<file path="config.mk">
export PLATFORM = sky130hd
export DESIGN_NAME = shamac_engine
export DESIGN_NICKNAME = d
export VERILOG_FILES = /design/src/core/shamac_pkg.sv /design/src/core/shamac_round.sv /design/src/core/shamac_engine.sv
export VERILOG_INCLUDE_DIRS = /design/src /design/src/core
export SDC_FILE = /design/constraint.sdc
export NUM_CORES = 2
export LEC_CHECK = 0
export BUFFER_PORTS_ARGS = -buffer_cell sky130_fd_sc_hd__buf_4
export CAP_MARGIN = 0
export CORE_AREA = 4 4 333 335
export CTS_CLUSTER_DIAMETER = 60
export DETAILED_ROUTE_END_ITERATION = 8
export DIE_AREA = 0 0 337 339
export PLACE_DENSITY_LB_ADDON = 0.2
export SYNTH_ARGS = -nofsm -noshare
export SYNTH_HDL_FRONTEND = slang
export SYNTH_SLANG_ARGS = --single-unit
</file>
<file path="constraint.sdc">
create_clock -name sys_clk -period 5.8 [get_ports sys_clk]
set_input_delay 1.16 -clock sys_clk [delete_from_list [all_inputs] [get_ports sys_clk]]
set_output_delay 1.16 -clock sys_clk [all_outputs]
set_load 0.03 [all_outputs]
</file>
<file path="src/core/shamac_params.svh">
// Constants of the single-block hash engine
`ifndef SHAMAC_PARAMS_SVH
`define SHAMAC_PARAMS_SVH

// ****************************************
// Initial working words
// ****************************************
`define SHAMAC_INIT_A     32'h67452301
`define SHAMAC_INIT_B     32'hEFCDAB89
`define SHAMAC_INIT_C     32'h98BADCFE
`define SHAMAC_INIT_D     32'h10325476
`define SHAMAC_INIT_E     32'hC3D2E1F0

// ****************************************
// Round constants and group limits
// ****************************************
`define SHAMAC_K0         32'h5A827999
`define SHAMAC_K1         32'h6ED9EBA1
`define SHAMAC_K2         32'h8F1BBCDC
`define SHAMAC_K3         32'hCA62C1D6
`define SHAMAC_END_G0     7'h13
`define SHAMAC_END_G1     7'h27
`define SHAMAC_END_G2     7'h3B
`define SHAMAC_LAST_ROUND 7'h4F
`define SHAMAC_MSG_WORDS  16

// ****************************************
// Rotation counts
// ****************************************
`define SHAMAC_ROT_A      5
`define SHAMAC_ROT_B      30
`define SHAMAC_ROT_W      1

// ****************************************
// Schedule taps (positions in a 16-word window)
// ****************************************
`define SHAMAC_TAP_3      13
`define SHAMAC_TAP_8      8
`define SHAMAC_TAP_14     2
`define SHAMAC_TAP_16     0

// ****************************************
// Host-side wait after the read data (us)
// ****************************************
`define SHAMAC_WAIT_US    2000
`define SHAMAC_CLK_MHZ    200

`endif

</file>
<file path="src/core/shamac_pkg.sv">
// Types shared by the hash engine files
package shamac_pkg;

  // Engine states
  typedef enum logic [1:0] {
    SHAMAC_IDLE = 2'b00,
    SHAMAC_RUN  = 2'b01,
    SHAMAC_DONE = 2'b10
  } shamac_state_type;

  // Purpose of a computation
  typedef enum logic {
    SHAMAC_OP_CODE   = 1'b0,
    SHAMAC_OP_SECRET = 1'b1
  } shamac_op_type;

  // Five working words
  typedef struct packed {
    logic [31:0] a;
    logic [31:0] b;
    logic [31:0] c;
    logic [31:0] d;
    logic [31:0] e;
  } shamac_work_type;

  // Start request with its operation
  typedef struct packed {
    logic          start;
    shamac_op_type op;
  } shamac_req_type;

endpackage

</file>
<file path="src/core/shamac_round.sv">
// One combinational round of the compression function
`timescale 1ns/10ps
`include "shamac_params.svh"

module shamac_round
  import shamac_pkg::*;
(
  // Round inputs
  input  wire logic [6:0]      round_index,
  input  wire shamac_work_type work_in,
  input  wire logic [31:0]     sched_word,
  // Round output
  output shamac_work_type      work_out,
  output logic [31:0]          round_sum
);

  // ****************************************
  // Round function and constant
  // ****************************************
  logic [31:0] func_val;   // Selected boolean function
  logic [31:0] konst;      // Selected constant
  logic [31:0] rot_a;      // A rotated by five
  logic [31:0] rot_b;      // B rotated by thirty

  // Function chosen by round group
  always_comb begin
    if (round_index <= `SHAMAC_END_G0) begin
      func_val = (work_in.b & work_in.c) | (~work_in.b & work_in.d);
      konst    = `SHAMAC_K0;
    end else if (round_index <= `SHAMAC_END_G1) begin
      func_val = work_in.b ^ work_in.c ^ work_in.d;
      konst    = `SHAMAC_K1;
    end else if (round_index <= `SHAMAC_END_G2) begin
      func_val = (work_in.b & work_in.c) | (work_in.b & work_in.d)
               | (work_in.c & work_in.d);
      konst    = `SHAMAC_K2;
    end else begin
      func_val = work_in.b ^ work_in.c ^ work_in.d;
      konst    = `SHAMAC_K3;
    end
  end

  // Left rotations, top bits wrap to bottom
  assign rot_a = {work_in.a[31-`SHAMAC_ROT_A:0], work_in.a[31:32-`SHAMAC_ROT_A]};
  assign rot_b = {work_in.b[31-`SHAMAC_ROT_B:0], work_in.b[31:32-`SHAMAC_ROT_B]};

  // Sum truncated to 32 bits, carry discarded
  assign round_sum = rot_a + func_val + sched_word + konst + work_in.e;

  // Word shift
  always_comb begin
    work_out.e = work_in.d;
    work_out.d = work_in.c;
    work_out.c = rot_b;
    work_out.b = work_in.a;
    work_out.a = round_sum;
  end

endmodule

</file>
<file path="src/core/shamac_engine.sv">
// Single-block hash engine producing a code or a new secret
// How it works
// - Takes sixteen 32-bit message words per block
// - Additions are modulo two to thirty-two
// - Rotations are circular to the left
// - Round function chosen by round group
// - Schedule: message words, then rotated XOR taps
// - Round constant chosen by round group
// - Working words start from fixed values
// - Round sum then shift of working words
// - All eighty rounds run in order
// - Code is A,B,C,D,E without feed-forward
// - Secret mode copies E and D to secret
// - Code never shown in secret mode
// - Finish well before host waits two ms
`timescale 1ns/10ps
`include "shamac_params.svh"

module shamac_engine
  import shamac_pkg::*;
#(
  parameter int WORD_W = 32,
  parameter int ROUNDS = 80
)(
  // Clock and reset
  input  wire logic                         sys_clk,
  input  wire logic                         reset_n,
  // Command side
  input  wire shamac_req_type               req,
  input  wire logic [16*WORD_W-1:0]         message,
  // Results
  output logic                              busy,
  output logic                              done,
  output logic [5*WORD_W-1:0]               authentication_code,
  output logic                              code_valid,
  output logic [2*WORD_W-1:0]               secret,
  output logic                              secret_load
);

  // ****************************************
  // Elaboration checks
  // ****************************************
  if (WORD_W != 32) begin : g_bad_width
    $error("Only 32-bit words are supported");
  end
  if (ROUNDS != 80) begin : g_bad_rounds
    $error("Only eighty rounds are supported");
  end

  // Host wait in cycles, rounded down
  localparam int WAIT_CYC = `SHAMAC_WAIT_US * `SHAMAC_CLK_MHZ;

  // The host reads the result only after its fixed wait, so the whole
  // run plus the done edge must fit well inside that wait
  if (ROUNDS + 1 >= WAIT_CYC) begin : g_too_slow
    $error("Engine cannot finish within the host wait");
  end

  // ****************************************
  // State
  // ****************************************
  shamac_state_type  state;        // Engine state
  shamac_state_type  next_state;
  shamac_op_type     op;           // Operation latched at start
  shamac_op_type     next_op;
  logic [6:0]        round;        // Current round index
  logic [6:0]        next_round;
  shamac_work_type   work;         // Working words
  shamac_work_type   next_work;
  logic [31:0]       win [0:15];   // Schedule window, oldest first
  logic [31:0]       next_win [0:15];
  logic [159:0]      next_code;
  logic              next_valid;
  logic [63:0]       next_secret;
  logic              next_load;
  logic              next_done;
  logic              next_busy;

  // Round datapath signals
  shamac_work_type   work_rnd;     // Words after this round
  logic [31:0]       sched;        // Schedule word for this round
  logic [31:0]       sched_new;    // Extended word
  logic [31:0]       tap_xor;      // XOR of the four taps
  logic [31:0]       rsum;         // Round sum

  // ****************************************
  // Schedule extension
  // ****************************************
  // Taps at t-3, t-8, t-14, t-16 in the window
  assign tap_xor   = win[`SHAMAC_TAP_3] ^ win[`SHAMAC_TAP_8] ^ win[`SHAMAC_TAP_14] ^ win[`SHAMAC_TAP_16];
  assign sched_new = {tap_xor[31-`SHAMAC_ROT_W:0], tap_xor[31]};
  // Rounds 0..15 use message words directly
  assign sched     = (round < 7'(`SHAMAC_MSG_WORDS)) ? win[round[3:0]] : sched_new;

  // ****************************************
  // Round instance
  // ****************************************
  shamac_round u_round (
    .round_index (round),
    .work_in     (work),
    .sched_word  (sched),
    .work_out    (work_rnd),
    .round_sum   (rsum)
  );

  // ****************************************
  // Next-state logic
  // ****************************************
  // Every register holds by default; only the active branch moves it.
  // The secret load strobe defaults low so it lasts a single cycle.
  always_comb begin
    next_state  = state;
    next_op     = op;
    next_round  = round;
    next_work   = work;
    next_code   = authentication_code;
    next_valid  = code_valid;
    next_secret = secret;
    next_load   = 1'b0;
    next_done   = done;
    next_busy   = busy;
    for (int i = 0; i < 16; i++) begin
      next_win[i] = win[i];
    end
    case (state)
      SHAMAC_IDLE, SHAMAC_DONE: begin
        if (req.start) begin
          // Load block and initial words
          for (int i = 0; i < 16; i++) begin
            next_win[i] = message[(15-i)*32 +: 32];
          end
          next_work.a = `SHAMAC_INIT_A;
          next_work.b = `SHAMAC_INIT_B;
          next_work.c = `SHAMAC_INIT_C;
          next_work.d = `SHAMAC_INIT_D;
          next_work.e = `SHAMAC_INIT_E;
          next_op     = req.op;
          next_round  = 7'h00;
          next_state  = SHAMAC_RUN;
          next_done   = 1'b0;
          next_busy   = 1'b1;
          next_valid  = 1'b0;
          next_code   = '0;
        end
      end
      SHAMAC_RUN: begin
        next_work = work_rnd;
        // Slide window once the message words are consumed
        if (round >= 7'(`SHAMAC_MSG_WORDS) - 7'h01) begin
          for (int i = 0; i < 15; i++) begin
            next_win[i] = win[i+1];
          end
          next_win[15] = (round < 7'(`SHAMAC_MSG_WORDS)) ? win[0] : sched_new;
          if (round == 7'(`SHAMAC_MSG_WORDS) - 7'h01) begin
            // Window already holds words 0..15 in order
            for (int i = 0; i < 16; i++) begin
              next_win[i] = win[i];
            end
          end
        end
        if (round == `SHAMAC_LAST_ROUND) begin
          next_state = SHAMAC_DONE;
          next_done  = 1'b1;
          next_busy  = 1'b0;
          if (op == SHAMAC_OP_SECRET) begin
            next_secret = {work_rnd.e, work_rnd.d};
            next_load   = 1'b1;
            next_valid  = 1'b0;
          end else begin
            next_code  = {work_rnd.a, work_rnd.b, work_rnd.c, work_rnd.d, work_rnd.e};
            next_valid = 1'b1;
          end
        end else begin
          next_round = round + 7'h01;
        end
      end
      default: begin
        next_state = SHAMAC_IDLE;
      end
    endcase
  end

  // ****************************************
  // Registers
  // ****************************************
  // Synchronous reset clears every output so the host sees a clean idle
  always_ff @(posedge sys_clk) begin
    if (!reset_n) begin
      state               <= SHAMAC_IDLE;
      op                  <= SHAMAC_OP_CODE;
      round               <= 7'h00;
      work                <= '0;
      authentication_code <= '0;
      code_valid          <= 1'b0;
      secret              <= '0;
      secret_load         <= 1'b0;
      done                <= 1'b0;
      busy                <= 1'b0;
      for (int i = 0; i < 16; i++) begin
        win[i] <= 32'h0;
      end
    end else begin
      state               <= next_state;
      op                  <= next_op;
      round               <= next_round;
      work                <= next_work;
      authentication_code <= next_code;
      code_valid          <= next_valid;
      secret              <= next_secret;
      secret_load         <= next_load;
      done                <= next_done;
      busy                <= next_busy;
      for (int i = 0; i < 16; i++) begin
        win[i] <= next_win[i];
      end
    end
  end

  // ****************************************
  // Assertions
  // ****************************************
  // Done rises on the eightieth edge after start, so it is sampled one edge later
  a_done_latency: assert property (@(posedge sys_clk) disable iff (!reset_n)
    (req.start && state != SHAMAC_RUN) |-> ##81 done)
    else $error("done not exactly eighty cycles after start");

  a_done_not_early: assert property (@(posedge sys_clk) disable iff (!reset_n)
    (req.start && state != SHAMAC_RUN) |=> !done [*8])
    else $error("done rose too early");

  a_secret_hidden: assert property (@(posedge sys_clk) disable iff (!reset_n)
    (op == SHAMAC_OP_SECRET && done) |-> !code_valid && authentication_code == '0)
    else $error("code exposed in secret mode");

  a_secret_copy: assert property (@(posedge sys_clk) disable iff (!reset_n)
    secret_load |-> secret == {$past(work_rnd.e), $past(work_rnd.d)})
    else $error("secret not copied from E and D");

  a_code_words: assert property (@(posedge sys_clk) disable iff (!reset_n)
    $rose(code_valid) |-> authentication_code == {work.a, work.b, work.c, work.d, work.e})
    else $error("code differs from final working words");

  a_round_step: assert property (@(posedge sys_clk) disable iff (!reset_n)
    (state == SHAMAC_RUN && round != `SHAMAC_LAST_ROUND) |=> round == $past(round) + 7'h01)
    else $error("round did not advance by one");

  a_init_words: assert property (@(posedge sys_clk) disable iff (!reset_n)
    (req.start && state != SHAMAC_RUN) |=> work.a == `SHAMAC_INIT_A && work.e == `SHAMAC_INIT_E)
    else $error("working words not initialised");

  a_shift_words: assert property (@(posedge sys_clk) disable iff (!reset_n)
    (state == SHAMAC_RUN) |=> work.b == $past(work.a) && work.e == $past(work.d))
    else $error("working words did not shift");

  a_result_hold: assert property (@(posedge sys_clk) disable iff (!reset_n)
    (done && !req.start) |=> $stable(authentication_code) && done)
    else $error("result changed before next start");

  a_first_sched: assert property (@(posedge sys_clk) disable iff (!reset_n)
    (state == SHAMAC_RUN && round < 7'h10) |-> sched == win[round[3:0]])
    else $error("early schedule word not a message word");

  a_k_group: assert property (@(posedge sys_clk) disable iff (!reset_n)
    (state == SHAMAC_RUN && round == 7'h00) |-> rsum == {work.a[26:0], work.a[31:27]}
      + ((work.b & work.c) | (~work.b & work.d)) + sched + `SHAMAC_K0 + work.e)
    else $error("first round sum wrong");

  // No result and no secret strobe while rounds are still running
  a_quiet_running: assert property (@(posedge sys_clk) disable iff (!reset_n)
    (state == SHAMAC_RUN) |-> !done && !code_valid && !secret_load)
    else $error("result shown before the last round");

  // Busy mirrors the running state exactly
  a_busy_running: assert property (@(posedge sys_clk) disable iff (!reset_n)
    busy == (state == SHAMAC_RUN))
    else $error("busy does not match the running state");

  // An accepted start restarts the round count at zero
  a_start_round: assert property (@(posedge sys_clk) disable iff (!reset_n)
    (req.start && state != SHAMAC_RUN) |=> state == SHAMAC_RUN && round == 7'h00 && busy)
    else $error("start did not begin at round zero");

  // The secret load strobe lasts a single cycle
  a_load_pulse: assert property (@(posedge sys_clk) disable iff (!reset_n)
    secret_load |=> !secret_load)
    else $error("secret load longer than one cycle");

  // The secret register only moves at the end of a run
  a_secret_hold: assert property (@(posedge sys_clk) disable iff (!reset_n)
    (state != SHAMAC_RUN) |=> $stable(secret))
    else $error("secret changed outside a run");

  // A valid code only follows a code-mode run
  a_valid_mode: assert property (@(posedge sys_clk) disable iff (!reset_n)
    code_valid |-> op == SHAMAC_OP_CODE && done)
    else $error("code valid outside code mode");

  // Working words rest between runs
  a_words_rest: assert property (@(posedge sys_clk) disable iff (!reset_n)
    (state != SHAMAC_RUN && !req.start) |=> $stable(work))
    else $error("working words moved while idle");

endmodule

</file>
==> metrics.csv <==
stage,metric,value,unit
setup_path,crit_required,6.41,ns
yosys,yosysUniqueCellTypes,71,
route,first_iter_violations,4766,
setup_path,rr_worst_depth,22,
setup_path,r2r_end,work[157]$_SDFFE_PN0P_,
global_routing,grt_pass1_vias,44000,
placement,finalWeightedCongestion,0.951,
global_routing,grt_max_degree,198,
final_layout,nets,6789,
outcome,outcome,finished clean,
timing,setup_viol,0,
global_routing,grt_pass1_wl,304000,µm
power_and_ir_drop,totalPowerFinal,23.0,mW
placement,dp_hpwl,163000,µm
yosys,avgSynthCellArea,8.84,µm²
setup_path,endpoint_kind,flop,
route,vias_per_cell,6.00,
floorplan,die_area,114000,µm²
timing,fin_crit_sh,99.1,%
yosys,synth_ff_type,dfxtp_1,
hold_path,hold_class,reg2reg,
yosys,syn-num-nets,6135,
setup_path,crit_type,reg2reg,
hold_path,min_to,authentication_code[104]$_SDFFE_PN0P_,
final_layout,syn_to_final_growth,25.6,%
route,vias,45800,
route,routed_wl,215000,µm
power_and_ir_drop,max-vdd-ir-drop,262,µV
route,dr.pass1.iters,8,
timing,worstMarginPinSlew,1.14,ns
setup_path,cp-start-kind,flop,
clock_tree,numCtsBuffers,106,
final_layout,layout.cells.non_filler,7632,
timing,fin_crit,5.75,ns
yosys,async_flop_share,0,%
clock_tree,cts-hold-fix-buffers,0,
hold_path,hp-start,authentication_code[104]$_SDFFE_PN0P_,
final_layout,register_area,18300,µm²
timing,clock_skew,0.0236,ns
timing,rsz0062_at_grt,true,
yosys,synth_edf_count,0,
floorplan,ios,744,
timing,slew_viol_final,0,
clock_tree,h-tree-depth,3,
timing,relSlewSlack,23.9,%
floorplan,initial_core_util,44.7,%
final_layout,drive_gt1_share,24.6,%
power_and_ir_drop,power.leakage,29.5,nW
global_routing,grt_use_total,36.2,%
timing,hold_violations,0,
clock_tree,clock_tree.root_cell,clkbuf_16,
yosys,ys_warn_count,0,
setup_path,critPathMaxFanout,4,
route,drc,0,
setup_path,arrival,6.35,ns
clock_tree,numClockSinks,914,
yosys,ys_ff_latch,914,
final_layout,multiInputGateArea,27700,µm²
placement,dp_cells,7400,
floorplan,die_y,339,µm
global_routing,antenna_found_initial,12,
power_and_ir_drop,p_per_area,379,nW/µm²
yosys,syn_area,48300,µm²
final_layout,layout_commonest_cell,nand2_1,
clock_tree,worstSkewPairLatency,0.73,ns
final_layout,final_cell_mix,"nand2_1 (1345), buf_4 (988), dfxtp_1 (910)",
floorplan,row_count,121,
setup_path,r2r_slack,0.05,ns
route,postRouteAntennaNets,0,
clock_tree,cts_tree,done,
clock_tree,path_clk_slew,0.06,ns
yosys,synth_cells,5461,
run,drv_cap,0,
final_layout,fill_cells,10100,
floorplan,die_w,337,µm
route,wl_per_cell,28.2,µm
floorplan,core_area,108000,µm²
timing,clock.fmax,0.174,GHz
placement,port_buffers,743,
hold_path,whs_path_depth,2,
global_routing,grt_overflow,0,
yosys,ys_seq_area_share,37.9,%
clock_tree,cts_buffer_depth,3,
## kinds of logic (layout without fill, tap and decap cells)
family / Yosys count / count (layout) / synth area share [%]
adders and majority gates: 158 / 158 / 5.84
DFF: 914 / 914 / 37.9
other: 0 / 11 / 0
muxes: 192 / 192 / 8.13
AOI/OAI and AO/OA: 1137 / 1137 / 20.2
buffers and inverters: 697 / 1443 / 5.51
xor gates and xnor gates: 132 / 132 / 2.43
and+or+nand+nor: 2231 / 2231 / 19.9
## worst max-delay path, stage by stage (launching register included)
cell      delay (ns)
dfxtp_4         0.37
buf_12          0.14
buf_6           0.10
mux4_2          0.58
mux4_2          0.52
o21ai_4         0.22
fa_1            0.47
fa_1            0.57
fa_1            0.42
inv_2           0.08
ha_4            0.13
inv_2           0.04
fa_2            0.37
nor2b_4         0.13
o31a_1          0.17
o211ai_1        0.10
buf_4           0.16
a211oi_2        0.23
buf_4           0.17
o21ai_4         0.09
o21ai_2         0.21
xnor2_2         0.11
o221a_1         0.24
## synth_stat cells (46+ instances only)
cell type  instances  area (µm²)
nor2_1            62         233
fa_1             112        2240
o211a_1          515        5150
o21ai_1           54         270
xnor2_1           60         526
clkbuf_1         420        1580
o221a_2           53         597
a21oi_1           66         330
dfxtp_1          914       18300
mux4_2           160        3600
nor2b_1           81         507
nand3_1          676        3380
ha_1              46         576
xor2_1            70         613
inv_1            203         762
a22oi_1           67         503
nand2_1         1348        5060
a21boi_1         203        1520
## report_power, final
group          total [mW]  leakage (nW)  internal, mW  switching (mW)
Combinational        8.09          20.1          3.66            4.42
Clock                7.07          1.82          4.10            2.97
Sequential           7.84          7.51          6.91           0.927
Total                23.0          29.5          14.7            8.32
## per-stage QoR
stage	area, µm²	setup WS [ns]	hold WS (ns)	setup TNS, ns	utilization [%]
2_1_floorplan	48300	0.0000884	0.435	0	-
3_3_place_gp	56200	-0.117	0.439	-0.399	52.0
3_5_place_dp	56200	-0.158	0.444	-0.875	52.0
4_1_cts	60100	0.0150	0.452	0	55.6
5_1_grt	60600	-0.0559	0.459	-0.327	56.1
6_report	60600	0.0508	0.449	0	56.1
## registers in the layout (all words and copies together), names as in the netlist, named ones only
name / count
secret: 64
secret_load: 1
busy: 1
done: 1
win: 512
op: 1
code_valid: 1
state: 2
work: 160
round: 7
authentication_code: 160
## how the worst max path moves through the flow
stage	slack (ns)	to	startpoint	cells past startpoint
4_1_cts	0.02	work[157]$_SDFFE_PN0P_	flop	21
3_3_place_gp	-0.12	authentication_code[158]$_SDFFE_PN0P_	flop	21
6_report	0.05	work[157]$_SDFFE_PN0P_	flop	22
2_1_floorplan	0.00009	authentication_code[151]$_SDFFE_PN0P_	flop	21
3_5_place_dp	-0.16	work[157]$_SDFFE_PN0P_	flop	21
5_1_grt	-0.06	work[157]$_SDFFE_PN0P_	flop	22
## layout make-up
cell class                 instances  share of cell area, %
antenna                           11                 0.0454
clock buffer                     146                   5.07
clock inverter                    54                   1.03
inverter                         207                   1.28
multi-input combinational       3850                   45.7
sequential                       914                   30.2
tap                             1414                   2.92
timing repair buffer            1036                   13.8
## metal layers
layer	share of wire (%)	GRT usage [%]	vias up
met1	36	42.1	22500
met5	0.011	0	-
met2	47	59.3	2137
li1	-	-	20600
met4	9.6	27.8	4
met3	7.4	6.26	581
## what timing repair did
action,in CTS,in global routing
setup endpoints to repair,13,42
pin swaps,1,32
cloned,1,3
gates resized for setup,14,81
setup buffers,5,13
Power figures use the tool's default switching activity.
